`src/design/slotio_consts.vh`:
```
// constants for the slot connector address and io block
`ifndef SLOTIO_CONSTS_VH
`define SLOTIO_CONSTS_VH
// apb register byte offsets
`define SLOTIO_CTRL_OFF      12'h000
`define SLOTIO_NVADDR_OFF    12'h004
`define SLOTIO_BAUD_OFF      12'h008
`define SLOTIO_STATUS_OFF    12'h00c
`define SLOTIO_INPUTS_OFF    12'h010
`define SLOTIO_ANALOG_OFF    12'h014
`define SLOTIO_ADDRSEL_OFF   12'h018
// control fields
`define SLOTIO_CTRL_LEFT_EN  0
`define SLOTIO_CTRL_RIGHT_EN 1
`define SLOTIO_CTRL_CANFW    2
`define SLOTIO_CTRL_AIN_DIG  3
`define SLOTIO_CTRL_DOUT0    4
`define SLOTIO_CTRL_RST      5'h00
// status fields
`define SLOTIO_ST_PINSRC     0
`define SLOTIO_ST_FACTORY    1
`define SLOTIO_ST_CANEN      2
`define SLOTIO_ST_BLKNEG     3
`define SLOTIO_ST_BLKPOS     4
// strap capture wait, edges after reset release minus one
`define SLOTIO_STRAP_WAIT    2'h3
// address values
`define SLOTIO_REPLY_PINS    8'hff
`define SLOTIO_NVADDR_RST    8'h01
// serial rate limits, bit/s
`define SLOTIO_BAUD_DEFAULT  32'd9600
`define SLOTIO_BAUD_MAX      32'd1000000
// analog full scale
`define SLOTIO_ADC_MAX       12'hfff
`endif

```
`src/design/slotio_top.v`:
```
// slot connector address select, limit gating and input sampling
//
// Our own choices: the placing of the registers and register access over APB.
`timescale 1ns/1ps
`include "slotio_consts.vh"

// What this block does
// - all pins low: use stored address
// - any pin high: pin value is address
// - pin address: reply address is 255
// - can firmware: node id from pins
// - left switch blocks negative steps
// - right switch blocks positive steps
// - analog result 12 bit, saturating
// - analog pin readable as digital
// - pad short at power-up restores defaults
// - restore needs no communication link
// - serial default 9600, never above 1M
// - usb present disables can
// - step and direction drive motor
// - accept three encoder channels
// - serial addressing up to 255 units
module slotio_top
(
   // clock and reset
   input  wire        pclk,
   input  wire        presetn,
   // apb register port
   input  wire        psel,
   input  wire        penable,
   input  wire        pwrite,
   input  wire [11:0] paddr,
   input  wire [31:0] pwdata,
   output reg  [31:0] prdata,
   output reg         pready,
   output reg         pslverr,
   // slot address straps, sampled once
   input  wire        slot_address_bit0,
   input  wire        slot_address_bit1,
   input  wire        slot_address_bit2,
   input  wire        slot_address_bit3,
   // limit switches, asynchronous
   input  wire        left_limit,
   input  wire        right_limit,
   // general inputs and analog pin
   input  wire        digital_input_0,
   input  wire        digital_input_1,
   input  wire        analog_input_dig,
   input  wire [12:0] analog_input_0,
   // incremental encoder channels
   input  wire        encoder_channel_a,
   input  wire        encoder_channel_b,
   input  wire        encoder_index,
   // step and direction from motion controller
   input  wire        step_in,
   input  wire        dir_in,
   // restore pads and usb detect
   input  wire        debug_clock_pad,
   input  wire        debug_data_pad,
   input  wire        usb_present,
   // gated motion outputs and link control
   output reg         step_out,
   output reg         dir_out,
   output reg         can_enable,
   output reg         factory_restore,
   // selected addresses and general output
   output reg  [7:0]  module_address,
   output reg  [7:0]  reply_address,
   output reg  [7:0]  can_node_id,
   output reg         digital_output_0
);

   // limits, general inputs, encoder, usb and both restore pads
   localparam NSYNC = 11;                  // synchronised input count

   // stage one and two of every async input
   // a level is used only once it has passed both stages, so a
   // pin that changes near the edge cannot split decisions
   wire [NSYNC-1:0] raw_in;                 // raw pins
   reg  [NSYNC-1:0] sync1_reg;              // first stage, read only by stage two
   reg  [NSYNC-1:0] sync2_reg;              // usable stage
   assign raw_in = {debug_data_pad, debug_clock_pad, usb_present, encoder_index,
                    encoder_channel_b, encoder_channel_a, analog_input_dig,
                    digital_input_1, digital_input_0, {left_limit, right_limit}};

   // synchroniser bank, one generate per bit
   genvar gi;
   generate
      for (gi = 0; gi < NSYNC; gi = gi + 1)
      begin : g_sync
         always @(posedge pclk or negedge presetn)
         begin
            if (!presetn)
            begin
               sync1_reg[gi] <= 1'b0;
               sync2_reg[gi] <= 1'b0;
            end
            else
            begin
               sync1_reg[gi] <= raw_in[gi];
               sync2_reg[gi] <= sync1_reg[gi];
            end
         end
      end
   endgenerate

   // named synchronised levels
   wire right_s = sync2_reg[0];             // right limit
   wire left_s  = sync2_reg[1];             // left limit
   wire [2:0] gpi_s = sync2_reg[4:2];       // analog pin as digital, din1, din0
   wire [2:0] enc_s = sync2_reg[7:5];       // index, b, a
   wire usb_s   = sync2_reg[8];             // usb detect
   // both pads high together means the pads are shorted
   wire clkpad_s = sync2_reg[9];            // debug clock pad
   wire pads_s  = sync2_reg[10];            // debug data pad

   // software registers
   reg  [4:0]  ctrl_reg;                    // enables and modes
   reg  [7:0]  nvaddr_reg;                  // stored module address
   reg  [31:0] baud_reg;                    // serial bit rate
   reg  [11:0] adc_reg;                     // saturated analog code
   reg  [31:0] status_word;                 // status fields in place
   // strap capture
   reg         strap_done_reg;              // address pins taken
   reg  [3:0]  pins_reg;                    // captured pin value
   reg         restore_reg;                 // pad short seen at power-up
   reg  [1:0]  boot_cnt_reg;                // wait for synchronisers to fill

   // decoded levels used by several processes
   wire [3:0]  pins_now = {slot_address_bit3, slot_address_bit2,
                           slot_address_bit1, slot_address_bit0};
   wire        pin_src  = |pins_reg;
   wire        blk_neg  = ctrl_reg[`SLOTIO_CTRL_LEFT_EN] & left_s;
   wire        blk_pos  = ctrl_reg[`SLOTIO_CTRL_RIGHT_EN] & right_s;
   // a write lands in the access cycle, while ready stands
   wire        wr_en    = psel & penable & pwrite & pready;

   // one-shot capture of straps after reset release
   // the wait lets the pad synchronisers fill first, so the
   // restore decision never sees their reset value
   // the captured value then stands until the next reset
   always @(posedge pclk or negedge presetn)
   begin
      if (!presetn)
      begin
         strap_done_reg <= 1'b0;
         pins_reg       <= 4'h0;
         restore_reg    <= 1'b0;
         boot_cnt_reg   <= 2'h0;
      end
      else if (!strap_done_reg)
      begin
         // count edges since reset release
         boot_cnt_reg <= boot_cnt_reg + 2'h1;
         if (boot_cnt_reg == `SLOTIO_STRAP_WAIT)
         begin
            // capture straps and pad short together
            strap_done_reg <= 1'b1;
            pins_reg       <= pins_now;
            restore_reg    <= pads_s & clkpad_s;
         end
      end
   end

   // analog saturation at full scale
   // bit 12 flags an over-range sample from the converter
   always @(posedge pclk or negedge presetn)
   begin
      if (!presetn)
         adc_reg <= 12'h000;
      else if (analog_input_0[12])
         adc_reg <= `SLOTIO_ADC_MAX;
      else
         adc_reg <= analog_input_0[11:0];
   end

   // software registers, restore reloads defaults
   // while the restore flag stands every write is dropped, so
   // the defaults survive until the pads are freed and reset
   always @(posedge pclk or negedge presetn)
   begin
      if (!presetn)
      begin
         ctrl_reg   <= `SLOTIO_CTRL_RST;
         nvaddr_reg <= `SLOTIO_NVADDR_RST;
         baud_reg   <= `SLOTIO_BAUD_DEFAULT;
      end
      else if (restore_reg)
      begin
         // restore holds every setting at its default
         ctrl_reg   <= `SLOTIO_CTRL_RST;
         nvaddr_reg <= `SLOTIO_NVADDR_RST;
         baud_reg   <= `SLOTIO_BAUD_DEFAULT;
      end
      else if (wr_en)
      begin
         // register write decode by byte offset
         case (paddr)
            `SLOTIO_CTRL_OFF:   ctrl_reg <= pwdata[4:0];
            `SLOTIO_NVADDR_OFF: nvaddr_reg <= pwdata[7:0];
            `SLOTIO_BAUD_OFF:
               // clamp to the top serial rate
               if (pwdata > `SLOTIO_BAUD_MAX)
                  baud_reg <= `SLOTIO_BAUD_MAX;
               else
                  baud_reg <= pwdata;
            default: ;
         endcase
      end
   end

   // address selection and outputs
   // the pin source is fixed at strap capture, so these only
   // follow the stored address when no strap pin was high
   always @(posedge pclk or negedge presetn)
   begin
      if (!presetn)
      begin
         module_address   <= 8'h00;
         reply_address    <= 8'h00;
         can_node_id      <= 8'h00;
         can_enable       <= 1'b0;
         step_out         <= 1'b0;
         dir_out          <= 1'b0;
         factory_restore  <= 1'b0;
         digital_output_0 <= 1'b0;
      end
      else
      begin
         // strap mode against stored mode
         if (pin_src)
         begin
            module_address <= {4'h0, pins_reg};
            reply_address  <= `SLOTIO_REPLY_PINS;
            can_node_id    <= {4'h0, pins_reg};
         end
         else
         begin
            module_address <= nvaddr_reg;
            reply_address  <= nvaddr_reg;
            can_node_id    <= nvaddr_reg;
         end
         // can link is off whenever usb is attached
         can_enable <= ctrl_reg[`SLOTIO_CTRL_CANFW] & ~usb_s;
         // direction passes through one register
         dir_out    <= dir_in;
         // step suppressed toward a blocked side
         step_out   <= step_in & ~(dir_in ? blk_pos : blk_neg);
         // restore flag shown until the next reset
         factory_restore  <= restore_reg;
         digital_output_0 <= ctrl_reg[`SLOTIO_CTRL_DOUT0];
      end
   end

   // status word built from its field positions
   always @*
   begin
      status_word                      = 32'h0000_0000;
      status_word[`SLOTIO_ST_PINSRC]   = pin_src;
      status_word[`SLOTIO_ST_FACTORY]  = restore_reg;
      status_word[`SLOTIO_ST_CANEN]    = can_enable;
      status_word[`SLOTIO_ST_BLKNEG]   = blk_neg;
      status_word[`SLOTIO_ST_BLKPOS]   = blk_pos;
   end

   // apb slave, zero wait states
   // ready follows the setup cycle by one edge, and read data
   // is loaded on that same edge so it stands in the access cycle
   always @(posedge pclk or negedge presetn)
   begin
      if (!presetn)
      begin
         prdata  <= 32'h0000_0000;
         pready  <= 1'b0;
         pslverr <= 1'b0;
      end
      else
      begin
         // one wait-free answer per setup cycle
         pready  <= psel & ~penable;
         pslverr <= 1'b0;
         // read data taken from the setup cycle
         if (psel & ~penable)
         begin
            case (paddr)
               `SLOTIO_CTRL_OFF:   prdata <= {27'h0, ctrl_reg};
               `SLOTIO_NVADDR_OFF: prdata <= {24'h0, nvaddr_reg};
               `SLOTIO_BAUD_OFF:   prdata <= baud_reg;
               `SLOTIO_STATUS_OFF: prdata <= status_word;
               `SLOTIO_INPUTS_OFF: prdata <= {26'h0, enc_s, gpi_s};
               `SLOTIO_ANALOG_OFF: prdata <= {20'h0, adc_reg};
               `SLOTIO_ADDRSEL_OFF: prdata <= {8'h0, can_node_id, reply_address,
                                               module_address};
               // unmapped offset: error, zero data
               default:
               begin
                  prdata  <= 32'h0000_0000;
                  pslverr <= 1'b1;
               end
            endcase
         end
      end
   end

endmodule

```
`config.mk`:
```
export PLATFORM = sky130hd
export DESIGN_NAME = slotio_top
export DESIGN_NICKNAME = d
export VERILOG_FILES = /design/src/design/slotio_top.v
export VERILOG_INCLUDE_DIRS = /design/src /design/src/design
export SDC_FILE = /design/constraint.sdc
export NUM_CORES = 1
export LEC_CHECK = 0
export ABC_AREA = 1
export BUFFER_PORTS_ARGS = -buffer_cell sky130_fd_sc_hd__buf_2
export CAP_MARGIN = 5
export CORE_UTILIZATION = 35
export DETAILED_ROUTE_END_ITERATION = 6
export GPL_ROUTABILITY_DRIVEN = 0
export SETUP_SLACK_MARGIN = 0.3
export SYNTH_ARGS = -nofsm -noshare
export SYNTH_HDL_FRONTEND = slang
export SYNTH_SLANG_ARGS = --single-unit
```
`constraint.sdc`:
```
create_clock -name pclk -period 3.08 [get_ports pclk]
set_clock_uncertainty 0.05 [all_clocks]
set_input_delay 0.462 -clock pclk [delete_from_list [all_inputs] [get_ports pclk]]
set_output_delay 0.462 -clock pclk [all_outputs]
set_load 0.02 [all_outputs]
```
---- Word level (Yosys, flattened, before mapping) ----
Index checks and enable logic that the tools add are counted.
storage, ports and cells
  logic and storage cells ................. 92
  input bits .............................. 79
  flip-flop bits (word level) ............. 142
  output and inout port bits .............. 63
cells by class
  magnitude comparators ................... 1
  bitwise logic cells ..................... 13
  multiplexer cells ....................... 19
  equality and inequality tests ........... 7
  add/subtract/negate cells ............... 1
  reductions and logical operators ........ 11
operator list
  operator                                              count
  one-hot mux 32 bit (7 select lines)                   1
  two-way mux 32 bit                                    4
  two-way mux 8 bit                                     5
  equality test 12 x 5 -> 1 bit, second input constant  3
  > comparator 32 x 20 -> 1 bit, second input constant  1
  equality test 12 x 4 -> 1 bit, second input constant  2
  two-way mux 5 bit                                     3
  equality test 12 x 3 -> 1 bit, second input constant  1
  zero test 12 bit                                      1
  two-way mux 12 bit                                    1
  AND 1 bit                                             9
  AND reduction 2 bit                                   4
  nonzero test 2 bit                                    4
  OR reduction 7 bit                                    1
  two-way mux 1 bit                                     5
  inverter 1 bit                                        4
  OR reduction 4 bit                                    1
  adder 2 x 1 -> 2 bit, second input constant           1
  equality test 2 bit, second input constant            1

---- Depth between registers and ports, before layout ----
Gate-level depths: netlist (run 1).
  depth after elaboration ................. 5
  depth in mapped cells ................... 11
  mapped depth without buffers ............ 10

---- Worst setup path before layout (run 1) ----
Ideal clock, no wire load.
  path kind ............................... in2reg
  from .................................... input paddr[11]
  to ...................................... register baud_reg[4]
  data arrival time ....................... 1.407 ns
  library setup time ...................... 0.121 ns
  stages .................................. 9
  path buffers ............................ 1
  required time ........................... 2.909 ns
  slack ................................... 1.502 ns
  cells stage by stage .................... nor2_2 nand2_4 nor2_8 nand3_4 inv_2 nor2_4 buf_2 nand2_1 o21ai_1
on the way
  cells in the longest elaborated chain, start to end .. 3
RTL lines
  element                               RTL line          text
  from (decl)                           slotio_top.v:32   input wire [11:0] paddr,
  equality test 12 x 4 -> 1 bit         slotio_top.v:198  case (paddr)
  nonzero test 2 bit (no source line)   --
  AND reduction 2 bit (no source line)  --
  to (signal assigned)                  slotio_top.v:193  baud_reg <= `SLOTIO_BAUD_DEFAULT;
  to (signal assigned)                  slotio_top.v:204  baud_reg <= `SLOTIO_BAUD_MAX;
  to (signal assigned)                  slotio_top.v:206  baud_reg <= pwdata;
  to (decl)                             slotio_top.v:120  reg [31:0] baud_reg;
Every way passes these cells.
A chain may end at the register's enable or synchronous reset.

---- Worst setup path after layout (run 1) ----
  from .................................... register pready
  to ...................................... register baud_reg[24]
on the way
  cells in the longest elaborated chain, start to end .. 3
RTL lines
  element                               RTL line          text
  from (decl)                           slotio_top.v:35   output reg pready,
  from (signal assigned)                slotio_top.v:280  pready <= psel & ~penable;
  AND 1 bit                             slotio_top.v:136  wire wr_en = psel & penable & pwrite & pready;
  nonzero test 2 bit (no source line)   --
  AND reduction 2 bit (no source line)  --
  to (signal assigned)                  slotio_top.v:186  baud_reg <= `SLOTIO_BAUD_DEFAULT;
  to (signal assigned)                  slotio_top.v:193
  to (signal assigned)                  slotio_top.v:204
Every way passes these cells.

==> results.py, run 1 <==
metrics = {
    "placement": {
        "io_buffers": 141,
        "place_ws_ns": 0.800,
        "dp_hpwl_microns": 11400,
    },
    "synthesis": {
        "netlist_area_sq_um": 6060,
        "ys.flop_type": "dfrtp_1",
        "synth_cells": 690,
        "syn-num-nets": 770,
        "yosysWarnings": 0,
        "ys_top_cells_by_count": "nand2_1 (222), dfrtp_1 (137), nand3_1 (67)",
        "yosysMostFrequentCell": "nand2_1",
        "synth_area_leaders": "dfrtp_1 (57%), nand2_1 (14%), nand3_1 (5.5%)",
        "ys_ff_latch": 142,
        "synth_top_area_cell": "dfrtp_1",
        "synth_top_area_frac": 0.566,
        "synth-edff-count": 0,
        "yosysSeqAreaShare": 0.588,
        "async_reset_ff_frac": 1.00,
        "synth.avg_cell_area_sq_um": 8.78,
        "synth.distinct_cells": 33,
    },
    "worst_setup_path": {
        "rrSetupSlack_ns": 1.17,
        "r2r-end": "baud_reg[24]",
        "path_common_cell": "inv_2",
        "endpoint": "baud_reg[24]",
        "worstPathCellList": "nand4_1 > inv_1 > nand3_4 > inv_2 > nor2_4 > inv_2 > nor2_1",
        "critPathKind": "flip-flop to flip-flop",
        "crit_start": "pready",
        "critPathMaxFanout": 17,
        "arrival_ns": 2.20,
        "end_kind": "flip-flop",
        "ff2ff_path_depth": 7,
        "cpPeakStageDelay_ns": 0.37,
        "worstSetupStartpointType": "flip-flop",
        "r2r_start": "pready",
        "crit_slowest_cell": "dfrtp_1",
        "required_ns": 3.37,
    },
    "clock_tree": {
        "holdBufCountCts": 0,
        "clkTransAtPathRegs_ns": 0.06,
        "cts_resized": 0,
        "clockBufferDepth": 2,
        "insertion_delay_ns": 0.41,
        "numCtsBuffers": 17,
        "cts_root_buf": "clkbuf_16",
        "htreeDepth": 4,
        "cts_setup_buffers": 0,
        "cts_tree": "done",
        "clock_sinks": 142,
    },
    "pwr": {
        "p_sw_mw": 0.980,
        "vdd_ir_drop_max_mv": 0.380,
        "p_leak_nw": 3.98,
        "p_int_mw": 3.33,
        "power_switching_share": 0.228,
        "pwr-share-clk": 0.482,
        "power.share.sequential": 0.456,
        "powerDensity_nw_per_um2": 571,
        "comb_power_share": 0.062,
    },
    "sta": {
        "finalCritPeriodShare": 0.621,
        "grt_setup_unrepaired": "false",
        "slew_headroom": 0.458,
        "finalCriticalPeriod_ns": 1.91,
        "final-hold-violation-count": 1,
        "drv_slew": 0,
        "setup_tns_ns": 0,
        "whs_ns": -0.000648,
        "fmax_mhz": 523,
        "worst_slew_pin_slew_ns": 0.806,
        "setup_ws_ns": 1.17,
        "final-setup-viol-count": 0,
    },
    "die": {
        "dieArea_sq_um": 17800,
        "die_y_microns": 134,
        "core_sq_um": 16800,
        "start_util": 0.361,
        "io-pin-count": 142,
        "rows": 47,
        "fp.dieW_microns": 134,
    },
    "layout": {
        "drive_gt1_frac": 0.265,
        "syn_to_final_growth_pct": 24.5,
        "diodes": 0,
        "fill_cells": 1646,
        "nNetsFinal": 909,
    },
    "route": {
        "drc_errors": 0,
        "wl_per_cell_microns": 14.6,
        "wl_microns": 15500,
        "ant_nets": 0,
        "via_per_inst": 4.57,
        "drt_iter0_drc": 298,
        "first_pass_iters": 5,
        "via_count": 4850,
    },
    "global_route": {
        "grt_pass1_wl_microns": 24800,
        "track_usage": 0.184,
        "antenna_found_initial": 0,
        "grt_max_degree": 74,
        "overflow": 0,
        "grt_pass1_vias": 4678,
    },
    "flow_run": {
        "drv_cap": 0,
    },
    "worst_hold_path": {
        "holdCritPathClass": "input pin to async pin",
    },
    "run_status": {
        "status": "finished, violations left",
        "violations": "negative hold slack",
    },
}
-- power groups by stage --
stage                     combinational (mW)  sequential (mW)  clock, mW
after detailed placement               0.273             2.00          0
after CTS                              0.274             1.96       2.11
final                                  0.268             1.96       2.07
after global placement                 0.271             1.99          0
after floorplan                        0.110             2.00          0
after global routing                   0.301             1.97       2.20
-- routing by layer --
layer | wire (microns) | part of all wire | vias up | global-route usage
met5 | 0 | 0 | - | 0
met2 | 7140 | 0.46 | 149 | 0.284
met4 | 146 | 0.0094 | 0 | 0.0530
met3 | 873 | 0.056 | 11 | 0.0449
met1 | 7330 | 0.47 | 2247 | 0.258
li1 | - | - | 2443 | -
-- metrics by stage --
step / total power, mW / cell area, sq um / util / instances
after floorplan: 2.11 / 6060 / - / 690
after global placement: 2.27 / 6940 / 0.414 / 1030
after detailed placement: 2.27 / 6940 / 0.414 / 1030
after CTS: 4.35 / 7540 / 0.450 / 1062
after global routing: 4.47 / 7540 / 0.450 / 1062
final: 4.31 / 7540 / 0.450 / 1062
-- cell families after synthesis --
family | after synthesis | synth area share
fa+ha+maj | 1 | 0.00206
compound gates | 59 | 0.0570
flops | 142 | 0.588
xor+xnor | 1 | 0.00145
simple gates | 388 | 0.280
buf+inv | 99 | 0.0723
-- how the worst min path moves through the flow --
| stage | cells after the start | slack (ns) | start | to |
|---|---|---|---|---|
| after floorplan | 0 | 0.12 | presetn | adc_reg[0] |
| after global placement | 0 | 0.28 | sync1_reg[9] | clkpad_s |
| after detailed placement | 0 | 0.29 | sync1_reg[9] | clkpad_s |
| after CTS | 1 | 0.04 | presetn | usb_s |
| after global routing | 1 | 0.07 | presetn | usb_s |
| final | 1 | -0.0006 | presetn | clkpad_s |
-- cells in the final DEF (no fill, tap or decap), types with 2 or more instances in the layout --
cell | Yosys | final
nand3_1 | 67 | 67
clkbuf_1 | 7 | 2
nor2_4 | 3 | 3
or2_2 | 12 | 12
clkbuf_16 | 0 | 17
a21oi_1 | 7 | 7
nand2_1 | 222 | 222
nor2_2 | 6 | 6
buf_4 | 11 | 7
nor2_1 | 59 | 59
o21ai_0 | 28 | 28
nand3_2 | 2 | 2
dfrtp_1 | 137 | 137
nand2_2 | 4 | 4
buf_2 | 8 | 140
bufinv_16 | 0 | 3
clkinv_2 | 0 | 5
clkbuf_8 | 0 | 2
inv_2 | 5 | 5
o21ai_1 | 13 | 13
nand4_1 | 7 | 7
inv_1 | 64 | 64
clkinv_4 | 0 | 2
dfstp_2 | 5 | 5
nor3_1 | 2 | 2
o31ai_1 | 8 | 8
-- final cells by class --
| cell class | instances | area, sq um | share of cell area |
|---|---|---|---|
| clock inverters | 11 | 140 | 0.0186 |
| inverters | 70 | 263 | 0.0348 |
| well taps | 220 | 275 | 0.0365 |
| clock buffers | 21 | 460 | 0.0610 |
| multi-input cells | 449 | 2060 | 0.273 |
| flip-flops and latches | 142 | 3560 | 0.472 |
| repair buffers | 149 | 785 | 0.104 |
-- critical path: cells and delay by family, from the launching register on --
kind	cells	cell delay, ns
buf+inv	3	0.49
flops	1	0.37
simple gates	4	0.91
Note: power is estimated with default switching activity, not from simulation.
==> run 2: changes to the inputs <==
- clock period: 3.08 -> 1.85 ns (I/O delays scaled with it)
==> run 2 against run 1 <==
  * The run now ends clean
  * Final cell count is 4.8% higher
  * First-iteration DRC count increased by 19%
  * Clock-buffer cell count is 1 lower
  * Flip-flop and latch count stayed put
  * Combinational power up 96%
  * Global-route usage up 0.28 points
  * Non-clock buffer count rose by 53
  * Sequential share of layout area is 3.0 points lower
  * Core utilization rose by 3.0 points
  * Worst hold slack better by 0.022 ns
  * Setup slack got worse by 0.76 ns
  * Critical endpoint is now baud_reg[15]
==> results.py, run 2 (synthesis gave the netlist of run 1 again) <==
metrics = {
    "clock_tree": {
        "cts_root_buf": "clkbuf_16",
        "cts_tree": "done",
        "numCtsBuffers": 17,
        "clock_sinks": 142,
        "insertion_delay_ns": 0.42,
        "clockBufferDepth": 2,
        "clkTransAtPathRegs_ns": 0.06,
        "htreeDepth": 4,
    },
    "worst_setup_path": {
        "critical-path-top-delay-family": "simple AND/OR/NAND/NOR gates",
        "end_kind": "flip-flop",
        "worstPathCellList": "nand4_1 > inv_2 > nand3_4 > inv_4 > nor2_4 > buf_12 > nand2_1 > o21ai_0",
        "required_ns": 2.08,
        "worstSetupStartpointType": "flip-flop",
        "crit_slowest_cell": "dfrtp_1",
        "critPathKind": "flip-flop to flip-flop",
        "path_buf_inv": 3,
        "cpPeakStageDelay_ns": 0.34,
        "critPathMaxFanout": 16,
        "arrival_ns": 1.67,
    },
    "global_route": {
        "grt_max_degree": 54,
        "grt_pass1_wl_microns": 25300,
        "antenna_found_initial": 0,
        "grt_pass1_vias": 4943,
        "overflow": 0,
        "track_usage": 0.187,
    },
    "pwr": {
        "pwr-share-clk": 0.476,
        "vdd_ir_drop_max_mv": 0.682,
        "powerDensity_nw_per_um2": 899,
        "p_leak_nw": 4.21,
        "power_switching_share": 0.228,
        "power.share.sequential": 0.451,
        "p_sw_mw": 1.65,
        "p_int_mw": 5.59,
        "comb_power_share": 0.073,
    },
    "sta": {
        "setup_tns_ns": 0,
        "drv_slew": 0,
        "finalCritPeriodShare": 0.780,
        "final-setup-viol-count": 0,
        "worst_slew_pin_slew_ns": 0.535,
        "finalCriticalPeriod_ns": 1.44,
        "fmax_mhz": 693,
        "slew_headroom": 0.643,
        "final-hold-violation-count": 0,
        "grt_setup_unrepaired": "true",
        "setup_ws_ns": 0.406,
    },
    "route": {
        "wl_per_cell_microns": 14.3,
        "via_per_inst": 4.54,
        "drt_iter0_drc": 356,
        "first_pass_iters": 5,
        "drc_errors": 0,
        "via_count": 5048,
        "wl_microns": 15900,
        "ant_nets": 0,
    },
    "die": {
        "die_y_microns": 134,
        "start_util": 0.361,
        "io-pin-count": 142,
        "dieArea_sq_um": 17800,
        "core_sq_um": 16800,
        "rows": 47,
        "fp.dieW_microns": 134,
    },
    "layout": {
        "layout_commonest_cell": "nand2_1",
        "diodes": 0,
        "syn_to_final_growth_pct": 32.9,
        "final_cell_mix": "nand2_1 (222), buf_2 (140), dfrtp_1 (136), nand3_1 (67), inv_1 (62)",
        "nNetsFinal": 962,
        "fill_cells": 1637,
        "drive_gt1_frac": 0.284,
    },
    "worst_hold_path": {
        "holdCritPathClass": "input pin to flip-flop",
    },
    "run_status": {
        "status": "completed",
    },
    "placement": {
        "io_buffers": 141,
        "place_ws_ns": 0.0199,
        "dp_hpwl_microns": 11900,
    },
    "flow_run": {
        "drv_cap": 0,
    },
}
run 2: cell count changes in the layout (fill, tap and decap cells not counted), moves of 2 or more:
cell,delta
inv_1,-2
buf_12,+3
buf_4,+24
clkinv_2,-3
clkinvlp_4,+4
inv_4,+2
clkinv_4,-2
dlygate4sd3_1,+25
run 2: timing repair:
action,4_1_cts,5_1_grt
hold buffers,25,0
endpoints found under the setup margin,41,24
pin swaps,2,3
hold endpoints to repair,71,0
setup buffers,6,6
resized for setup,3,4
run 2: metal layers:
metal,vias up,share of wire,track usage
li1,2541,-,-
met4,0,0.0084,0.0455
met5,-,0,0
met2,158,0.46,0.298
met3,13,0.067,0.0518
met1,2336,0.47,0.252
run 2: cell type report:
| cell class | count | area [sq um] | area share |
|---|---|---|---|
| clock buffer | 20 | 457 | 0.0567 |
| clock inverter | 10 | 139 | 0.0172 |
| inverter | 70 | 272 | 0.0337 |
| multi-input combinational | 449 | 2060 | 0.256 |
| sequential | 142 | 3560 | 0.442 |
| tap | 220 | 275 | 0.0342 |
| timing repair buffer | 202 | 1290 | 0.160 |
run 2: per-stage QoR:
stage | instance area [sq um] | util | instances | power [mW] | hold slack (ns)
finish | 8050 | 0.480 | 1113 | 7.24 | 0.0210
global route | 8050 | 0.480 | 1113 | 7.51 | 0.00212
floorplan | 6060 | - | 690 | 3.51 | -0.0681
global placement | 7080 | 0.422 | 1046 | 3.78 | 0.235
CTS | 7990 | 0.476 | 1107 | 7.31 | 0.00205
detailed placement | 7080 | 0.422 | 1046 | 3.79 | 0.231
run 2: tightest hold or removal path, stage by stage:
cell	delay, ns
buf_2	0.07
nand2_1	0.04
o21ai_0	0.06
run 2: worst paths after layout:
check	cells after the start	slack, ns	end	from
worst max-delay path	8	0.41	baud_reg[15]	pready
worst min-delay path	3	0.02	pins_reg[2]	slot_address_bit2
worst max register to register	8	0.41	baud_reg[15]	pready
worst min register to register	0	0.30	enc_s[1]	sync1_reg[6]
max in group asynchronous	3	0.79	baud_reg[24]	presetn
min in group asynchronous	2	0.35	baud_reg[23]	presetn
run 2: power by group through the flow:
stage	Sequential, mW	Combinational, mW	Clock (mW)
floorplan	3.33	0.183	0
global placement	3.32	0.467	0
detailed placement	3.32	0.471	0
CTS	3.27	0.527	3.51
global route	3.27	0.586	3.65
finish	3.27	0.526	3.45
==> run 3: changes to the inputs <==
- clock period: 1.85 -> 1.4 ns (I/O delays scaled with it)
==> run 3 against run 2 <==
  * The run now ends with negative setup slack left
  * Fmax grew 0.39%
  * Critical path depth is the same
  * Sequential power grew 32%
  * Sequential share of layout area shrank 7.8 points
  * Die area is the same
  * Core utilization grew 10 points
  * Flip-flop and latch count is the same
  * Critical path type unchanged
  * Highest routed layer unchanged
==> results.py, run 3 (synthesis gave the netlist of run 1 again) <==
metrics = {
    "sta": {
        "finalCritPeriodShare": 1.03,
        "drv_slew": 0,
        "final-setup-viol-count": 29,
        "setup_ws_ns": -0.0381,
        "finalCriticalPeriod_ns": 1.44,
        "slew_headroom": 0.767,
        "worst_slew_pin_slew_ns": 0.350,
        "final-hold-violation-count": 0,
        "setup_tns_ns": -0.374,
        "whs_ns": 0.0300,
        "fmax_mhz": 695,
        "grt_setup_unrepaired": "true",
    },
    "placement": {
        "place_ws_ns": -0.297,
        "io_buffers": 141,
        "dp_hpwl_microns": 11900,
    },
    "layout": {
        "diodes": 0,
        "fill_cells": 1423,
        "final_cell_mix": "nand2_1 (179), dfrtp_1 (131), buf_4 (85), buf_6 (77), buf_2 (75)",
        "nNetsFinal": 1051,
        "post-route-util": 0.584,
        "layout_commonest_cell": "nand2_1",
        "register_area_sq_um": 3570,
        "syn_to_final_growth_pct": 61.6,
        "drive_gt1_frac": 0.436,
        "multi_input_area_sq_um": 2530,
    },
    "worst_setup_path": {
        "end_kind": "flip-flop",
        "worstSetupStartpointType": "flip-flop",
        "required_ns": 1.70,
        "critPathMaxFanout": 4,
        "critPathKind": "flip-flop to flip-flop",
        "arrival_ns": 1.74,
    },
    "route": {
        "drt_iter0_drc": 261,
        "drc_errors": 0,
        "wl_microns": 17500,
        "via_per_inst": 4.54,
        "ant_nets": 0,
        "via_count": 5466,
        "first_pass_iters": 5,
        "wl_per_cell_microns": 14.5,
    },
    "global_route": {
        "track_usage": 0.196,
        "overflow": 0,
        "grt_pass1_vias": 5156,
        "antenna_found_initial": 0,
        "grt_pass1_wl_microns": 26400,
        "grt_max_degree": 40,
    },
    "clock_tree": {
        "clock_sinks": 142,
        "htreeDepth": 4,
        "clockBufferDepth": 2,
        "numCtsBuffers": 17,
        "insertion_delay_ns": 0.42,
        "clkTransAtPathRegs_ns": 0.06,
        "cts_tree": "done",
        "cts_root_buf": "clkbuf_16",
    },
    "pwr": {
        "vdd_ir_drop_max_mv": 0.924,
        "p_leak_nw": 4.97,
        "powerDensity_nw_per_um2": 973,
    },
    "die": {
        "core_sq_um": 16800,
        "fp.dieW_microns": 134,
        "dieArea_sq_um": 17800,
        "die_y_microns": 134,
        "io-pin-count": 142,
        "start_util": 0.361,
        "rows": 47,
    },
    "run_status": {
        "violations": "negative setup slack",
        "status": "finished, violations left",
    },
    "flow_run": {
        "drv_cap": 0,
    },
    "worst_hold_path": {
        "holdCritPathClass": "input pin to flip-flop",
    },
}
run 3: routing by layer:
metal	GRT usage	routed length, microns	vias to the layer above
met5	0	0	-
met4	0.0499	183	0
met3	0.0514	962	13
met2	0.320	8610	154
met1	0.259	7740	2567
li1	-	-	2732
run 3: worst max-delay path, stage by stage, from the launching register on:
cell	delay [ns]
dfrtp_2	0.36
nand4_1	0.21
inv_2	0.16
nand3_4	0.11
inv_4	0.10
buf_4	0.11
buf_6	0.11
nand2_1	0.05
o21ai_1	0.11
run 3: path summary, 6_finish.rpt:
check                      cells after the start  slack (ns)         start             end
max in group asynchronous                      3        0.56       presetn  can_node_id[5]
min reg2reg                                    0        0.30  sync1_reg[9]        clkpad_s
min                                            3        0.03     pwdata[7]   nvaddr_reg[7]
max reg2reg                                    8       -0.04        pready    baud_reg[10]
min in group asynchronous                      2        0.21       presetn  strap_done_reg
max                                            8       -0.04        pready    baud_reg[10]
run 3: cell type report:
type | count | area share
Inverter | 70 | 0.0293
Tap cell | 220 | 0.0281
Clock buffer | 20 | 0.0456
Timing Repair Buffer | 290 | 0.263
Clock inverter | 12 | 0.0118
Multi-Input combinational cell | 450 | 0.258
Sequential cell | 142 | 0.364
run 3: per-stage QoR:
step	cells	total power, mW	cell area (sq um)
after CTS	1179	9.51	9190
after floorplan	690	4.65	6150
final	1204	9.52	9790
after detailed placement	1073	5.07	7430
after global routing	1204	9.88	9790
after global placement	1073	5.06	7430
run 3: where the power goes:
part	total, mW	internal, mW	switching, mW
sequential	4.32	4.24	0.0802
combinational	0.964	0.444	0.520
clock	4.24	2.50	1.74
total	9.52	7.18	2.34
run 3: what timing repair did:
item                                    in CTS  in global routing
resized for setup                          175                109
endpoints found under the hold margin      177                  0
cloned                                       2                  1
endpoints found under the setup margin     135                155
pin swaps                                   19                 26
hold buffers                                37                  0
setup buffers                               35                 24
